[src/logic/jlmd_params.svh]
// Operation
// - an unconditional jump loads program counter bits 10 to 0 with its 11-bit target in one machine cycle.
// - jump on carry clear loads the target when the carry flag is 0, else the program counter steps by one.
// - jump on accumulator nonzero loads the target when the accumulator is nonzero, else the counter steps.
// - jump on accumulator zero loads the target when the accumulator is zero, else the counter steps.
// - the display enable command turns the display driver outputs on within one machine cycle.
// - the display disable command turns the display driver outputs off within one machine cycle.
// - a memory to accumulator move loads the addressed nibble and updates only the zero flag from it.
// - a memory bit to carry move loads bit 0 of the addressed nibble into the carry flag and nothing else.
`ifndef JLMD_PARAMS_SVH
`define JLMD_PARAMS_SVH

`define JLMD_OP_JUMP_ALWAYS      5'h0E
`define JLMD_OP_JUMP_CARRY_CLEAR 5'h1A
`define JLMD_OP_JUMP_ACC_NONZERO 5'h18
`define JLMD_OP_JUMP_ACC_IS_ZERO 5'h1C
`define JLMD_WORD_DISPLAY_ON     16'h0400
`define JLMD_WORD_DISPLAY_OFF    16'h0500
`define JLMD_PRE_MEM_TO_ACC      9'h09D
`define JLMD_PRE_MEM_TO_CARRY    9'h0B0
`define JLMD_OPC_MSB             15
`define JLMD_OPC_LSB             11
`define JLMD_PRE_LSB             7
`define JLMD_RST_PC              11'h000
`define JLMD_RST_ACC             4'h0
`define JLMD_RST_FLAG            1'h0
`define JLMD_PC_STEP             11'h001

`endif

[src/logic/jlmd_pkg.sv]
`default_nettype none
package jlmd_pkg;

  typedef enum logic [3:0] {
    JLMD_OP_NONE      = 4'b0000,
    JLMD_OP_JMP_ALW   = 4'b0001,
    JLMD_OP_JMP_CCLR  = 4'b0010,
    JLMD_OP_JMP_NZ    = 4'b0011,
    JLMD_OP_JMP_Z     = 4'b0100,
    JLMD_OP_DISP_ON   = 4'b0101,
    JLMD_OP_DISP_OFF  = 4'b0110,
    JLMD_OP_MEM_ACC   = 4'b0111,
    JLMD_OP_MEM_CARRY = 4'b1000
  } jlmd_op_t;

  typedef struct packed {
    logic [10:0] pc;
    logic [3:0]  accumulator;
    logic        carry_flag;
    logic        zero_flag;
    logic        display_en;
  } jlmd_state_t;

endpackage
`default_nettype wire

[src/logic/jlmd_core.sv]
`timescale 1ns/1ns
`default_nettype none
`include "jlmd_params.svh"

module jlmd_core (
  input  wire logic               clk,
  input  wire logic               rst_n,
  input  wire logic               instr_valid,
  input  wire logic [15:0]        instr_word,
  input  wire logic [3:0]         mem_rdata,
  output logic [6:0]              mem_addr,
  output logic                    instr_known,
  output jlmd_pkg::jlmd_state_t   core_state
);

  jlmd_pkg::jlmd_state_t state_ff;
  jlmd_pkg::jlmd_state_t nxt_state;

  wire logic [4:0]  opc        = instr_word[`JLMD_OPC_MSB:`JLMD_OPC_LSB];
  wire logic [8:0]  pre        = instr_word[`JLMD_OPC_MSB:`JLMD_PRE_LSB];
  wire logic [10:0] target     = instr_word[10:0];
  wire logic [10:0] pc_next    = state_ff.pc + `JLMD_PC_STEP;
  wire logic        acc_zero   = (state_ff.accumulator == 4'h0);

  wire logic is_jmp_alw  = (opc == `JLMD_OP_JUMP_ALWAYS);
  wire logic is_jmp_cclr = (opc == `JLMD_OP_JUMP_CARRY_CLEAR);
  wire logic is_jmp_nz   = (opc == `JLMD_OP_JUMP_ACC_NONZERO);
  wire logic is_jmp_z    = (opc == `JLMD_OP_JUMP_ACC_IS_ZERO);
  wire logic is_disp_on  = (instr_word == `JLMD_WORD_DISPLAY_ON);
  wire logic is_disp_off = (instr_word == `JLMD_WORD_DISPLAY_OFF);
  wire logic is_mem_acc  = (pre == `JLMD_PRE_MEM_TO_ACC);
  wire logic is_mem_cf   = (pre == `JLMD_PRE_MEM_TO_CARRY);

  jlmd_pkg::jlmd_op_t op;
  assign op = is_jmp_alw  ? jlmd_pkg::JLMD_OP_JMP_ALW :
              is_jmp_cclr ? jlmd_pkg::JLMD_OP_JMP_CCLR :
              is_jmp_nz   ? jlmd_pkg::JLMD_OP_JMP_NZ :
              is_jmp_z    ? jlmd_pkg::JLMD_OP_JMP_Z :
              is_disp_on  ? jlmd_pkg::JLMD_OP_DISP_ON :
              is_disp_off ? jlmd_pkg::JLMD_OP_DISP_OFF :
              is_mem_acc  ? jlmd_pkg::JLMD_OP_MEM_ACC :
              is_mem_cf   ? jlmd_pkg::JLMD_OP_MEM_CARRY :
                            jlmd_pkg::JLMD_OP_NONE;

  // group decodes, read only by the checks below; they follow the same priority as op
  wire logic any_jump    = (op == jlmd_pkg::JLMD_OP_JMP_ALW)
                         | (op == jlmd_pkg::JLMD_OP_JMP_CCLR)
                         | (op == jlmd_pkg::JLMD_OP_JMP_NZ)
                         | (op == jlmd_pkg::JLMD_OP_JMP_Z);
  wire logic any_display = (op == jlmd_pkg::JLMD_OP_DISP_ON)
                         | (op == jlmd_pkg::JLMD_OP_DISP_OFF);
  wire logic op_mem_acc  = (op == jlmd_pkg::JLMD_OP_MEM_ACC);
  wire logic op_mem_cf   = (op == jlmd_pkg::JLMD_OP_MEM_CARRY);
  wire logic op_unknown  = (op == jlmd_pkg::JLMD_OP_NONE);

  // jump condition per opcode; the plain jump is always taken
  wire logic take_jump = is_jmp_alw
                       | (is_jmp_cclr & ~state_ff.carry_flag)
                       | (is_jmp_nz & ~acc_zero)
                       | (is_jmp_z & acc_zero);

  // the memory read is combinational from the address field, so the load closes in the same cycle
  assign mem_addr    = instr_word[6:0];
  assign instr_known = instr_valid & (op != jlmd_pkg::JLMD_OP_NONE);
  assign core_state  = state_ff;

  always_comb begin
    nxt_state = state_ff;
    if (instr_valid) begin
      // words outside this decoder still step the counter so the core keeps fetching
      nxt_state.pc = take_jump ? target : pc_next;
      case (op)
        jlmd_pkg::JLMD_OP_DISP_ON: begin
          nxt_state.display_en = 1'b1;
        end
        jlmd_pkg::JLMD_OP_DISP_OFF: begin
          nxt_state.display_en = 1'b0;
        end
        jlmd_pkg::JLMD_OP_MEM_ACC: begin
          nxt_state.accumulator = mem_rdata;
          nxt_state.zero_flag   = (mem_rdata == 4'h0);
        end
        jlmd_pkg::JLMD_OP_MEM_CARRY: begin
          nxt_state.carry_flag = mem_rdata[0];
        end
        default: begin
          nxt_state.display_en = state_ff.display_en;
        end
      endcase
    end
  end

  always_ff @(posedge clk) begin
    if (!rst_n) begin
      // reset values are a local choice; software must not rely on the flags before a load
      state_ff <= '{pc:          `JLMD_RST_PC,
                    accumulator: `JLMD_RST_ACC,
                    carry_flag:  `JLMD_RST_FLAG,
                    zero_flag:   `JLMD_RST_FLAG,
                    display_en:  `JLMD_RST_FLAG};
    end else begin
      state_ff <= nxt_state;
    end
  end
endmodule

`default_nettype wire

[config.mk]
export PLATFORM = sky130hd
export DESIGN_NAME = jlmd_core
export DESIGN_NICKNAME = d
export VERILOG_FILES = /design/src/logic/jlmd_pkg.sv /design/src/logic/jlmd_core.sv
export VERILOG_INCLUDE_DIRS = /design/src /design/src/logic
export SDC_FILE = /design/constraint.sdc
export NUM_CORES = 1
export LEC_CHECK = 0
export BUFFER_PORTS_ARGS = -buffer_cell sky130_fd_sc_hd__buf_2
export CAP_MARGIN = 20
export CELL_PAD_IN_SITES_DETAIL_PLACEMENT = 0
export CELL_PAD_IN_SITES_GLOBAL_PLACEMENT = 1
export CORE_ASPECT_RATIO = 0.75
export CORE_MARGIN = 2
export CORE_UTILIZATION = 30
export CTS_CLUSTER_DIAMETER = 60
export DETAILED_ROUTE_END_ITERATION = 12
export PLACE_DENSITY_LB_ADDON = 0.1
export SKIP_LAST_GASP = 1
export SYNTH_ARGS = -nofsm -noshare
export SYNTH_HDL_FRONTEND = slang
export SYNTH_SLANG_ARGS = --single-unit
export TNS_END_PERCENT = 10
[constraint.sdc]
create_clock -name clk -period 2.29 [get_ports clk]
set_input_delay 0.1145 -clock clk [delete_from_list [all_inputs] [get_ports clk]]
set_output_delay 0.1145 -clock clk [all_outputs]
set_load 0.05 [all_outputs]
# Word level (Yosys, flattened, before mapping)
# Cells that the tools add are included.
dict set report classes {
  n_reduce_logical 7
  bitwise 9
  eq_ne 12
  muxes 10
  n_addsub 1
}
# op count
set op_table {}
lappend op_table {{$eq 16x11->1 const B} 2}
lappend op_table {{$mux 4} 8}
lappend op_table {{$eq 9x8->1 const B} 2}
lappend op_table {{$eq 5x5->1 const B} 3}
lappend op_table {{$eq 4x3->1 const B} 3}
lappend op_table {{$add 11x1->11 const B} 1}
lappend op_table {{$mux 11} 1}
lappend op_table {{$logic_not 4->1} 2}
lappend op_table {{$reduce_and 2->1} 3}
lappend op_table {{$eq 5x4->1 const B} 1}
lappend op_table {{$and 1x1->1} 4}
lappend op_table {{$eq 4x4->1 const B} 1}
lappend op_table {{$reduce_bool 4->1} 1}
lappend op_table {{$or 1x1->1} 3}
lappend op_table {{$not 1->1} 2}
lappend op_table {{$pmux 1 s2} 1}
lappend op_table {{$reduce_bool 2->1} 1}
dict set report word_totals {
  ff_bits 18
  wordCells 44
  output_inout_bits 26
}

# Longest topological paths before layout
# Gate-level depths: netlist of run 1.
dict set report depth {
  word_depth 12
  mapped_depth 7
}

# Worst setup path after synthesis of run 1
# Ideal clock, no wire load.
dict set report synth_timing {
  kind {reg2reg}
  start {reg state_ff (netlist bit core_state[7])}
  end {reg state_ff (netlist bit core_state[13])}
  setup_ns 0.075
  path_stages_with_launch 7
  synth_period_minus_slack_ns 1.922
  required_ns 2.215
  arrival_ns 1.847
  slack_ns 0.368
  cell_sequence {dfxtp_1 > ha_1 > and4_1 > nand2_1 > a2111oi_0 > nor3_1 > o22ai_1}
}
dict set report synth_via {
  elab_chain_len 2
}
# item line
set synth_lines {}
lappend synth_lines {{from (decl)} jlmd_core.sv:16} ;# jlmd_pkg::jlmd_state_t state_ff;
lappend synth_lines {{from (signal assigned)} jlmd_core.sv:96} ;# state_ff <= '{pc: `JLMD_RST_PC,
lappend synth_lines {{from (signal assigned)} jlmd_core.sv:102} ;# state_ff <= nxt_state;
lappend synth_lines {{$add 11x1->11 (no line)} n/a}
lappend synth_lines {{$mux 11} jlmd_core.sv:71} ;# nxt_state.pc = take_jump ? target : pc_next;
# No other way between the ends.
# A chain may end at the register's enable or synchronous reset.

# Final worst setup path of run 1
dict set report layout_timing {
  start {reg state_ff (netlist bit core_state[3])}
  end {reg state_ff (netlist bit core_state[9])}
}
dict set report layout_via {
  elab_chain_len 6
  elab_cells_between_ends 7
  classes_between {1 x mux; 5 x bitwise; 1 x reduce/logical}
}
# item line
set layout_lines {}
lappend layout_lines {{$logic_not 4->1 (*)} jlmd_core.sv:23} ;# wire logic acc_zero = (state_ff.accumulator == 4'h0);
lappend layout_lines {{$not 1->1} jlmd_core.sv:59} ;# | (is_jmp_nz & ~acc_zero)
lappend layout_lines {{$and 1x1->1} jlmd_core.sv:59}
lappend layout_lines {{$or 1x1->1} jlmd_core.sv:59}
lappend layout_lines {{$or 1x1->1 (*)} jlmd_core.sv:60} ;# | (is_jmp_z & acc_zero);
lappend layout_lines {{$mux 11 (*)} jlmd_core.sv:71}
# Every way passes the cells marked *; elsewhere a longest branch is shown, timed or not.

==> run summary, run 1 <==
Routability-driven placement finished with a final weighted congestion of 0.808. Final worst slack: 0.455 ns. The floorplan step set the die height to 65.0 um. Summed over all failing endpoints, the final setup total negative slack is 0 ns. The logs give 534 for the layout filler cell count and 3.44% for the global routing met3 resource utilization. Once detailed placement completed, the half-perimeter wirelength came to 3.63 mm.

Of the cells placed in the final design, the portion with a size suffix greater than 1 is 27.5%. The worst-case IR drop observed on VDD is 0.000268 V. Summed over all instances, the cell type with the most area after synthesis is sky130_fd_sc_hd__dfxtp_1.

The post-detailed-route wirelength per cell is 16.4 um, and the upper clock frequency limit is 545 MHz. Setup repair after global routing left no endpoint under its margin. The hold violation count in the final report is 0. After synthesis, the most frequently instantiated cells are sky130_fd_sc_hd__dfxtp_1 (18), sky130_fd_sc_hd__nand3_1 (17), sky130_fd_sc_hd__nor2_1 (16), sky130_fd_sc_hd__nor3_1 (14), sky130_fd_sc_hd__nand2_1 (11). The tool flagged a number of max-cap violations equal to 0. The number of buffers added on ports was 48; the slew at the pin closest to its max-slew limit was 0.420 ns.

The number of buffer and inverter stages on the critical path is 1, and the average footprint of a synthesized cell is 7.62 sq um. Summing all multi-input logic gate instances after layout gives 1010 sq um. By instance count, the leading cell after synthesis is sky130_fd_sc_hd__dfxtp_1. The path category of the worst min-delay check was in2reg. The via count came out at 1,725. After Yosys synthesis, full adders, half adders and majority gates account for 0.842% of the synthesized area.

The final max-slew violation count is 0. For the worst-skew pair, the clock arrives at the later sink with an insertion delay of 0.26 ns. The logs give 4840 sq um for the core footprint and 0 for the quantity of gates resized following cts. For the number of instances in the synthesized netlist, the log shows 195. The critical path goes through nor4_4, xnor2_2, a21oi_1, buf_4, o2111ai_1, o211ai_1. The synthesized design contains 18 register bits. Data on the critical path is required at its endpoint by 2.43 ns.

After detailed routing, the number of vias per cell comes to 5.89. The leakage power of the design was 0.724 nW; the antenna violation net count after detailed routing was 0. After layout, the worst path uses 80.1% of the clock period.

For flop-to-flop paths, the worst setup slack is 0.45 ns. Power spread over the standard cell area amounts to 471 nW/um^2. The number of nets handed over by synthesis was 219. The run gives 27.9% as the global-route track usage on met1. The post-synthesis to final-layout area growth works out to 20.4%. Summed over its instances, the top area cell type makes up 24.2% of the synthesized netlist area.

After detailed routing, the total wire length is 4.79 mm. The type of element launching the critical path was a flop. Setup violation total in the final timing report: 0. CTS saw 18 sinks. The async set or reset register ratio after synthesis was 0%; the number of flip-flops in the largest register was 18. Kind of critical path: reg2reg. The global-route usage over all layers is 17.7%, and the compound-gate portion of the synthesized area is 28.0%.

The die span in x came out at 85.3 um. Summing every instance area after synthesis gives 1490 sq um. For this run the aggregate overflow at the end of global routing stands at 0. For the number of remaining DRC errors, the log shows 0. The first routing iteration left 160 violations. The logs give 1.98 ns for the critical path arrival and 21 for the pin count of the biggest net entering global routing.

The count of flip-flops with a built-in enable after synthesis is 0, and the via count of the first global-routing pass is 1,525. Synthesis instantiated 51 different standard cells from the library. The run gives 293 as the post-route non-filler standard cell count.

Of the synthesized area, sequential elements account for 24.2%. The storage element area was 360 sq um; the boundary pin count was 49. For this run, the share of the core covered by cells in the final layout is 36.9%. The H-tree depth was 1; the number of antenna diodes was 0.

For the finished layout, the period the worst path requires is 1.84 ns. Broken down by cell family, the worst path's largest delay share belongs to compound AO/OA/AOI/OAI gates. The worst-case headroom to the max-slew limit came out at 71.3%. The first TritonRoute pass finished after 4 iterations. The tools report the cell chosen for the clock root as sky130_fd_sc_hd__clkbuf_8.

The run gives 0.104 ns as the worst hold margin. Nature of the critical path endpoint: a flop. The synthesized netlist devotes 2.19% of its cell area to XOR and XNOR gates.

The run gives 0 as the post-CTS setup buffer count. Yosys attributes the largest share of cell area to sky130_fd_sc_hd__dfxtp_1 (24%), sky130_fd_sc_hd__nand3_1 (5.7%), sky130_fd_sc_hd__nor3_1 (4.7%). The most used flip-flop cell after synthesis is sky130_fd_sc_hd__dfxtp_1.

The floorplan die area is 5540 sq um. Wire length of the first global-routing pass: 7.88 mm. The warning count from the yosys run was 0; the standard-cell row count was 22. Including well taps, the total number of placed cells is 289. The number of buffers created by CTS is 3, and the clock-pin slew of the registers on the worst-case setup and hold paths is 0.08 ns. The initial utilization of the core area, before any placement, comes to 30.7%. The master of the slowest instance on the critical path was sky130_fd_sc_hd__nor4_4. In this run, post-CTS hold repair placed 0 buffers. In the final design database the tool counted 258 nets. Summing the areas of all and, or, nand and nor instances in the mapped netlist gives 32.6% of the synthesized area. The largest fanout of any net on the critical path was 9. The flow ran to the end, and the final reports show no timing, DRC or antenna violations.

The maximum clock skew at final layout is 0.00733 ns, and the delay of the slowest critical-path stage is 0.40 ns. The multiplexer area fraction after synthesis works out to 4.04%. Worst slack at placement: 0.495 ns. The run gives 0 as the initial antenna violation count.

The met2 usage in global routing was 24.4%. After global routing, the most crowded layer is met1. The longest clock path from root to sink contains 2 buffers. After synthesis, the largest family of logic cells by area is simple AND/OR/NAND/NOR gates. TritonCTS built the clock tree.
[routing by layer]
metal	up-vias	share of wire [%]
li1	836	-
met1	806	52
met2	81	39
met3	2	8.0
met4	0	0.60
met5	-	0
[worst paths after layout]
check,start,end,cells past startpoint
min,mem_rdata[3],core_state[6]$_SDFFE_PN0P_,3
max,core_state[3]$_SDFFE_PN0P_,core_state[9]$_SDFFE_PN0P_,6
max reg2reg,core_state[3]$_SDFFE_PN0P_,core_state[9]$_SDFFE_PN0P_,6
min reg2reg,core_state[0]$_SDFFE_PN0P_,core_state[0]$_SDFFE_PN0P_,2
[area by class of cell]
cell class / count / share of cell area (%)
multi-input cells: 153 / 56.2
repair buffers: 52 / 15.1
inverters: 6 / 1.26
clock buffers: 4 / 3.08
flip-flops and latches: 18 / 20.1
well taps: 60 / 4.20
[cell usage in the layout, fill, tap and decap left out, types with 2 or more instances in the layout]
cell type                   synthesis  routed
sky130_fd_sc_hd__nand4_1            3       3
sky130_fd_sc_hd__o22ai_1            6       6
sky130_fd_sc_hd__nor2_1            16      16
sky130_fd_sc_hd__a21oi_1            3       3
sky130_fd_sc_hd__o2111ai_1          3       3
sky130_fd_sc_hd__a211oi_1           4       4
sky130_fd_sc_hd__inv_1              5       5
sky130_fd_sc_hd__o211ai_1           6       6
sky130_fd_sc_hd__nor3b_1            2       2
sky130_fd_sc_hd__nand2_1           11      11
sky130_fd_sc_hd__a2111oi_0          3       3
sky130_fd_sc_hd__o21ai_2            2       2
sky130_fd_sc_hd__and4_1             3       3
sky130_fd_sc_hd__a31oi_1            5       5
sky130_fd_sc_hd__nor3_1            14      14
sky130_fd_sc_hd__nand2b_1           5       5
sky130_fd_sc_hd__nand3_1           17      17
sky130_fd_sc_hd__nor2b_1            3       3
sky130_fd_sc_hd__buf_4              7       4
sky130_fd_sc_hd__buf_2              3      48
sky130_fd_sc_hd__and3_1             5       5
sky130_fd_sc_hd__o32ai_1            3       3
sky130_fd_sc_hd__dfxtp_1           18      18
sky130_fd_sc_hd__o21ai_0            5       5
sky130_fd_sc_hd__mux2i_1            6       6
sky130_fd_sc_hd__nor4b_1            2       2
sky130_fd_sc_hd__clkbuf_8           0       4
sky130_fd_sc_hd__nor4_1             5       5
[cells by family after synthesis]
family / Yosys count
adder cells (fa/ha/maj): 1
multiplexers: 6
buffers and inverters: 24
AND/OR/NAND/NOR: 89
flip-flops: 18
XOR/XNOR: 2
AO/OA/AOI/OAI: 55
[metrics by stage]
stage | power [mW] | area [sq um]
finish | 0.843 | 1790
global route | 0.884 | 1790
CTS | 0.849 | 1790
detailed placement | 0.569 | 1730
global placement | 0.568 | 1730
floorplan | 0.500 | 1490
[worst min-delay path: cells and delay by family]
kind / cells / cell delay, ns
simple gates: 1 / 0.07
mux: 1 / 0.06
buf+inv: 1 / 0.09
[report_power, final]
part | internal, mW | switching, mW | total [mW]
registers | 0.323 | 0.0160 | 0.339
logic | 0.0637 | 0.161 | 0.225
clock network | 0.153 | 0.126 | 0.280
total | 0.540 | 0.303 | 0.843
(Power assumes the default switching activity.)
==> inputs of run 2 (changes only) <==
clock period = 1.5 ns   (was 2.29 ns; I/O delays follow)
==> run 2 against run 1 <==
Clock power is 53% higher. Register-to-register slack got worse by 0.63 ns. Critical path type unchanged. Clock skew grew 0.0030 ns. The run now ends with setup timing left. Sequential share of layout area shrank 2.4 points. Via count increased by 9.0%. First-iteration DRC count down 19%. Maximum frequency rose by 9.8%. Die area unchanged. Non-clock buffer count grew 37. Critical endpoint is now core_state[15]$_SDFFE_PN0P_. Wire length is 13% higher.
==> run summary, run 2 (synthesis gave the netlist of run 1 again) <==
The tools report the placed instance count as 326 (was 289). For the layout filler cell count, the log shows 481 (was 534). The run gives 5 (was 4) as the number of iterations in the first detailed-routing pass.

For the initial detailed-routing violation count, the log shows 129 (was 160). The destination of the worst register-to-register timing path was core_state[15]$_SDFFE_PN0P_ (was core_state[9]$_SDFFE_PN0P_). The final clock period utilization by the worst path is 111% (was 80.1%), and the die span in x is 85.3 um (unchanged). The number of flip-flops in the largest register is 18 (unchanged), and the final standard cell area without fillers is 2160 sq um (was 1790 sq um). Clock-pin slew of the registers on the worst-case setup and hold paths: 0.08 ns (about the same). The nature of the critical path endpoint is a flop (unchanged). The run gives 0.000316 V (was 0.000268 V) as the peak ir drop on the vdd network. For the boundary pin count, the log shows 49 (unchanged). The number of buffers added on ports is 48 (unchanged). Kind of critical path: reg2reg (unchanged). The average via count per standard cell was 5.70 (was 5.89). The tools report the worst reg2reg path startpoint as core_state[6]$_SDFFE_PN0P_ (was core_state[3]$_SDFFE_PN0P_). The run gives 4.31 mm (was 3.63 mm) as the HPWL after detailed placement. Most frequent cells in the layout: sky130_fd_sc_hd__buf_2 (48), sky130_fd_sc_hd__buf_4 (40), sky130_fd_sc_hd__nand3_1 (17), sky130_fd_sc_hd__nor2_1 (16), sky130_fd_sc_hd__nor3_1 (13) (was sky130_fd_sc_hd__buf_2 (48), sky130_fd_sc_hd__dfxtp_1 (18), sky130_fd_sc_hd__nand3_1 (17), sky130_fd_sc_hd__nor2_1 (16), sky130_fd_sc_hd__nor3_1 (14)). The checks that failed: setup timing.

Type of element launching the critical path: a flop (unchanged). The number of cells on the worst hold path is 3 (unchanged). Leading cell type in the layout, fill and taps excluded: sky130_fd_sc_hd__buf_2 (unchanged). Die extent in y: 65.0 um (unchanged). The flow ran to the end, but the final reports show violations.

The largest fanout of any net on the critical path is 9 (unchanged), and the standard-cell row count is 22 (unchanged). Worst slack at placement: -0.323 ns (was 0.495 ns). The post-synthesis to final-layout area growth was 45.2% (was 20.4%). The setup violation total in the final timing report is 12 (was 0), and the starting utilization of the core area is 30.7% (unchanged).

Setup repair after global routing could not meet its margin everywhere. Final period demand of the worst path: 1.67 ns (was 1.84 ns). The run gives 0.826 (was 0.808) as the global placer's final weighted congestion. The hold violation count in the final report is 0 (unchanged), and the antenna violation net count after detailed routing is 0 (unchanged).

The pin count of the biggest net entering global routing is 19 (was 21), and the overall power is 1.36 mW (was 0.843 mW). The initial antenna violation count was 0 (unchanged); the post-detailed-route wirelength per cell was 16.3 um (was 16.4 um). The wire length of the first global-routing pass came out at 8.94 mm (was 7.88 mm). The minimum setup slack among reg-to-reg paths was -0.17 ns (was 0.45 ns). The logs give 0 (unchanged) for the remaining global-route overflow and 1,881 (was 1,725) for the via count. The critical path required time came out at 1.68 ns (was 2.43 ns). The tools report the number of sinks handled by clock tree synthesis as 18 (unchanged). The critical path arrival is 1.85 ns (was 1.98 ns), and the final sum of negative setup slack is -1.45 ns (was 0 ns). The cell chosen for the clock root is sky130_fd_sc_hd__clkbuf_8 (unchanged).

The logs give 1,772 (was 1,525) for the via count of the first global-routing pass and 0.0103 ns (was 0.00733 ns) for the maximum clock skew at final layout. The cell area power density was 630 nW/um^2 (was 471 nW/um^2); the total placed instance area was 2040 sq um (was 1730 sq um). The final worst slack was -0.171 ns (was 0.455 ns); the hold-fix buffer count after cts was 0 (unchanged). The run gives 0 (unchanged) as the count of max-cap constraint violations. The run gives 330 (was 293) as the post-route non-filler standard cell count. Worst hold margin: 0.0576 ns (was 0.104 ns). Destination of the worst hold path: core_state[6]$_SDFFE_PN0P_ (unchanged). The number of buffers created by CTS is 3 (unchanged), and the floorplan die area is 5540 sq um (unchanged). The run gives 0.26 ns (about the same) as the clock insertion delay at the later pin of the skew report. The leakage power of the design came out at 0.924 nW (was 0.724 nW).

The H-tree depth came out at 1 (unchanged). The tools report the worst hold path startpoint as mem_rdata[3] (unchanged). The run gives 599 MHz (was 545 MHz) as the upper clock frequency limit.

TritonCTS built the clock tree. The length in cells of the worst reg-to-reg path was 6 (unchanged); the total detailed-routing wirelength was 5.40 mm (was 4.79 mm). The number of antenna diodes was 0 (unchanged); the number of nets in the final layout was 295 (was 258).

The global-route usage over all layers was 20.3% (was 17.7%). Final max-slew violation count: 0 (unchanged). The tools report the final core utilization as 44.6% (was 36.9%). The post-CTS setup buffer count was 0 (unchanged).

The run gives 71.2% (was 71.3%) as the worst-case headroom to the max-slew limit. Number of remaining DRC errors: 0 (unchanged). The maximum clock path buffer count is 2 (unchanged).

Core footprint: 4840 sq um (unchanged). The fraction of layout cells with a size suffix above 1 is 44.1% (was 27.5%). The path category of the worst min-delay check is in2reg (unchanged).

The slew at the pin closest to its max-slew limit was 0.432 ns (was 0.420 ns).
[run 2: worst max path at each step]
stage                                from                     endpoint  cells past startpoint
2_1_floorplan  core_state[6]$_SDFFE_PN0P_   core_state[7]$_SDFFE_PN0P_                      5
3_3_place_gp   core_state[6]$_SDFFE_PN0P_  core_state[10]$_SDFFE_PN0P_                      6
3_5_place_dp   core_state[6]$_SDFFE_PN0P_   core_state[8]$_SDFFE_PN0P_                      6
4_1_cts        core_state[6]$_SDFFE_PN0P_   core_state[7]$_SDFFE_PN0P_                      6
5_1_grt        core_state[6]$_SDFFE_PN0P_  core_state[11]$_SDFFE_PN0P_                      6
6_report       core_state[6]$_SDFFE_PN0P_  core_state[15]$_SDFFE_PN0P_                      6
[run 2: repair_timing]
action	CTS	global route
setup endpoints to repair	12	12
resized for setup	6	7
pin swaps	2	0
[run 2: layout make-up]
class / instances / area, sq um / area share, %
Inverter: 6 / 22.5 / 1.04
Sequential cell: 18 / 383 / 17.7
Timing Repair Buffer: 89 / 552 / 25.6
Multi-Input combinational cell: 153 / 1070 / 49.6
Tap cell: 60 / 75.1 / 3.48
Clock buffer: 4 / 55.1 / 2.55
[run 2: per-layer routing]
metal  vias up  GRT usage (%)  routed length, um
met2        86           29.7               2220
met5         -              0                  0
met4         0           4.76                 85
met1       877           30.4               2700
met3         6           3.69                389
li1        912              -                  -
[run 2: worst max-delay path: stages, from the launching register on]
cell and delay, ns:
sky130_fd_sc_hd__dfxtp_4 0.36, sky130_fd_sc_hd__nor4_4 0.27, sky130_fd_sc_hd__buf_6 0.17, sky130_fd_sc_hd__xnor2_4 0.19, sky130_fd_sc_hd__a211oi_2 0.12, sky130_fd_sc_hd__o31a_1 0.34, sky130_fd_sc_hd__a211oi_2 0.14
[run 2: where the power goes]
| part | switching (mW) | total, mW | internal, mW |
|---|---|---|---|
| clock | 0.194 | 0.428 | 0.234 |
| sequential | 0.0127 | 0.502 | 0.490 |
| combinational | 0.280 | 0.429 | 0.149 |
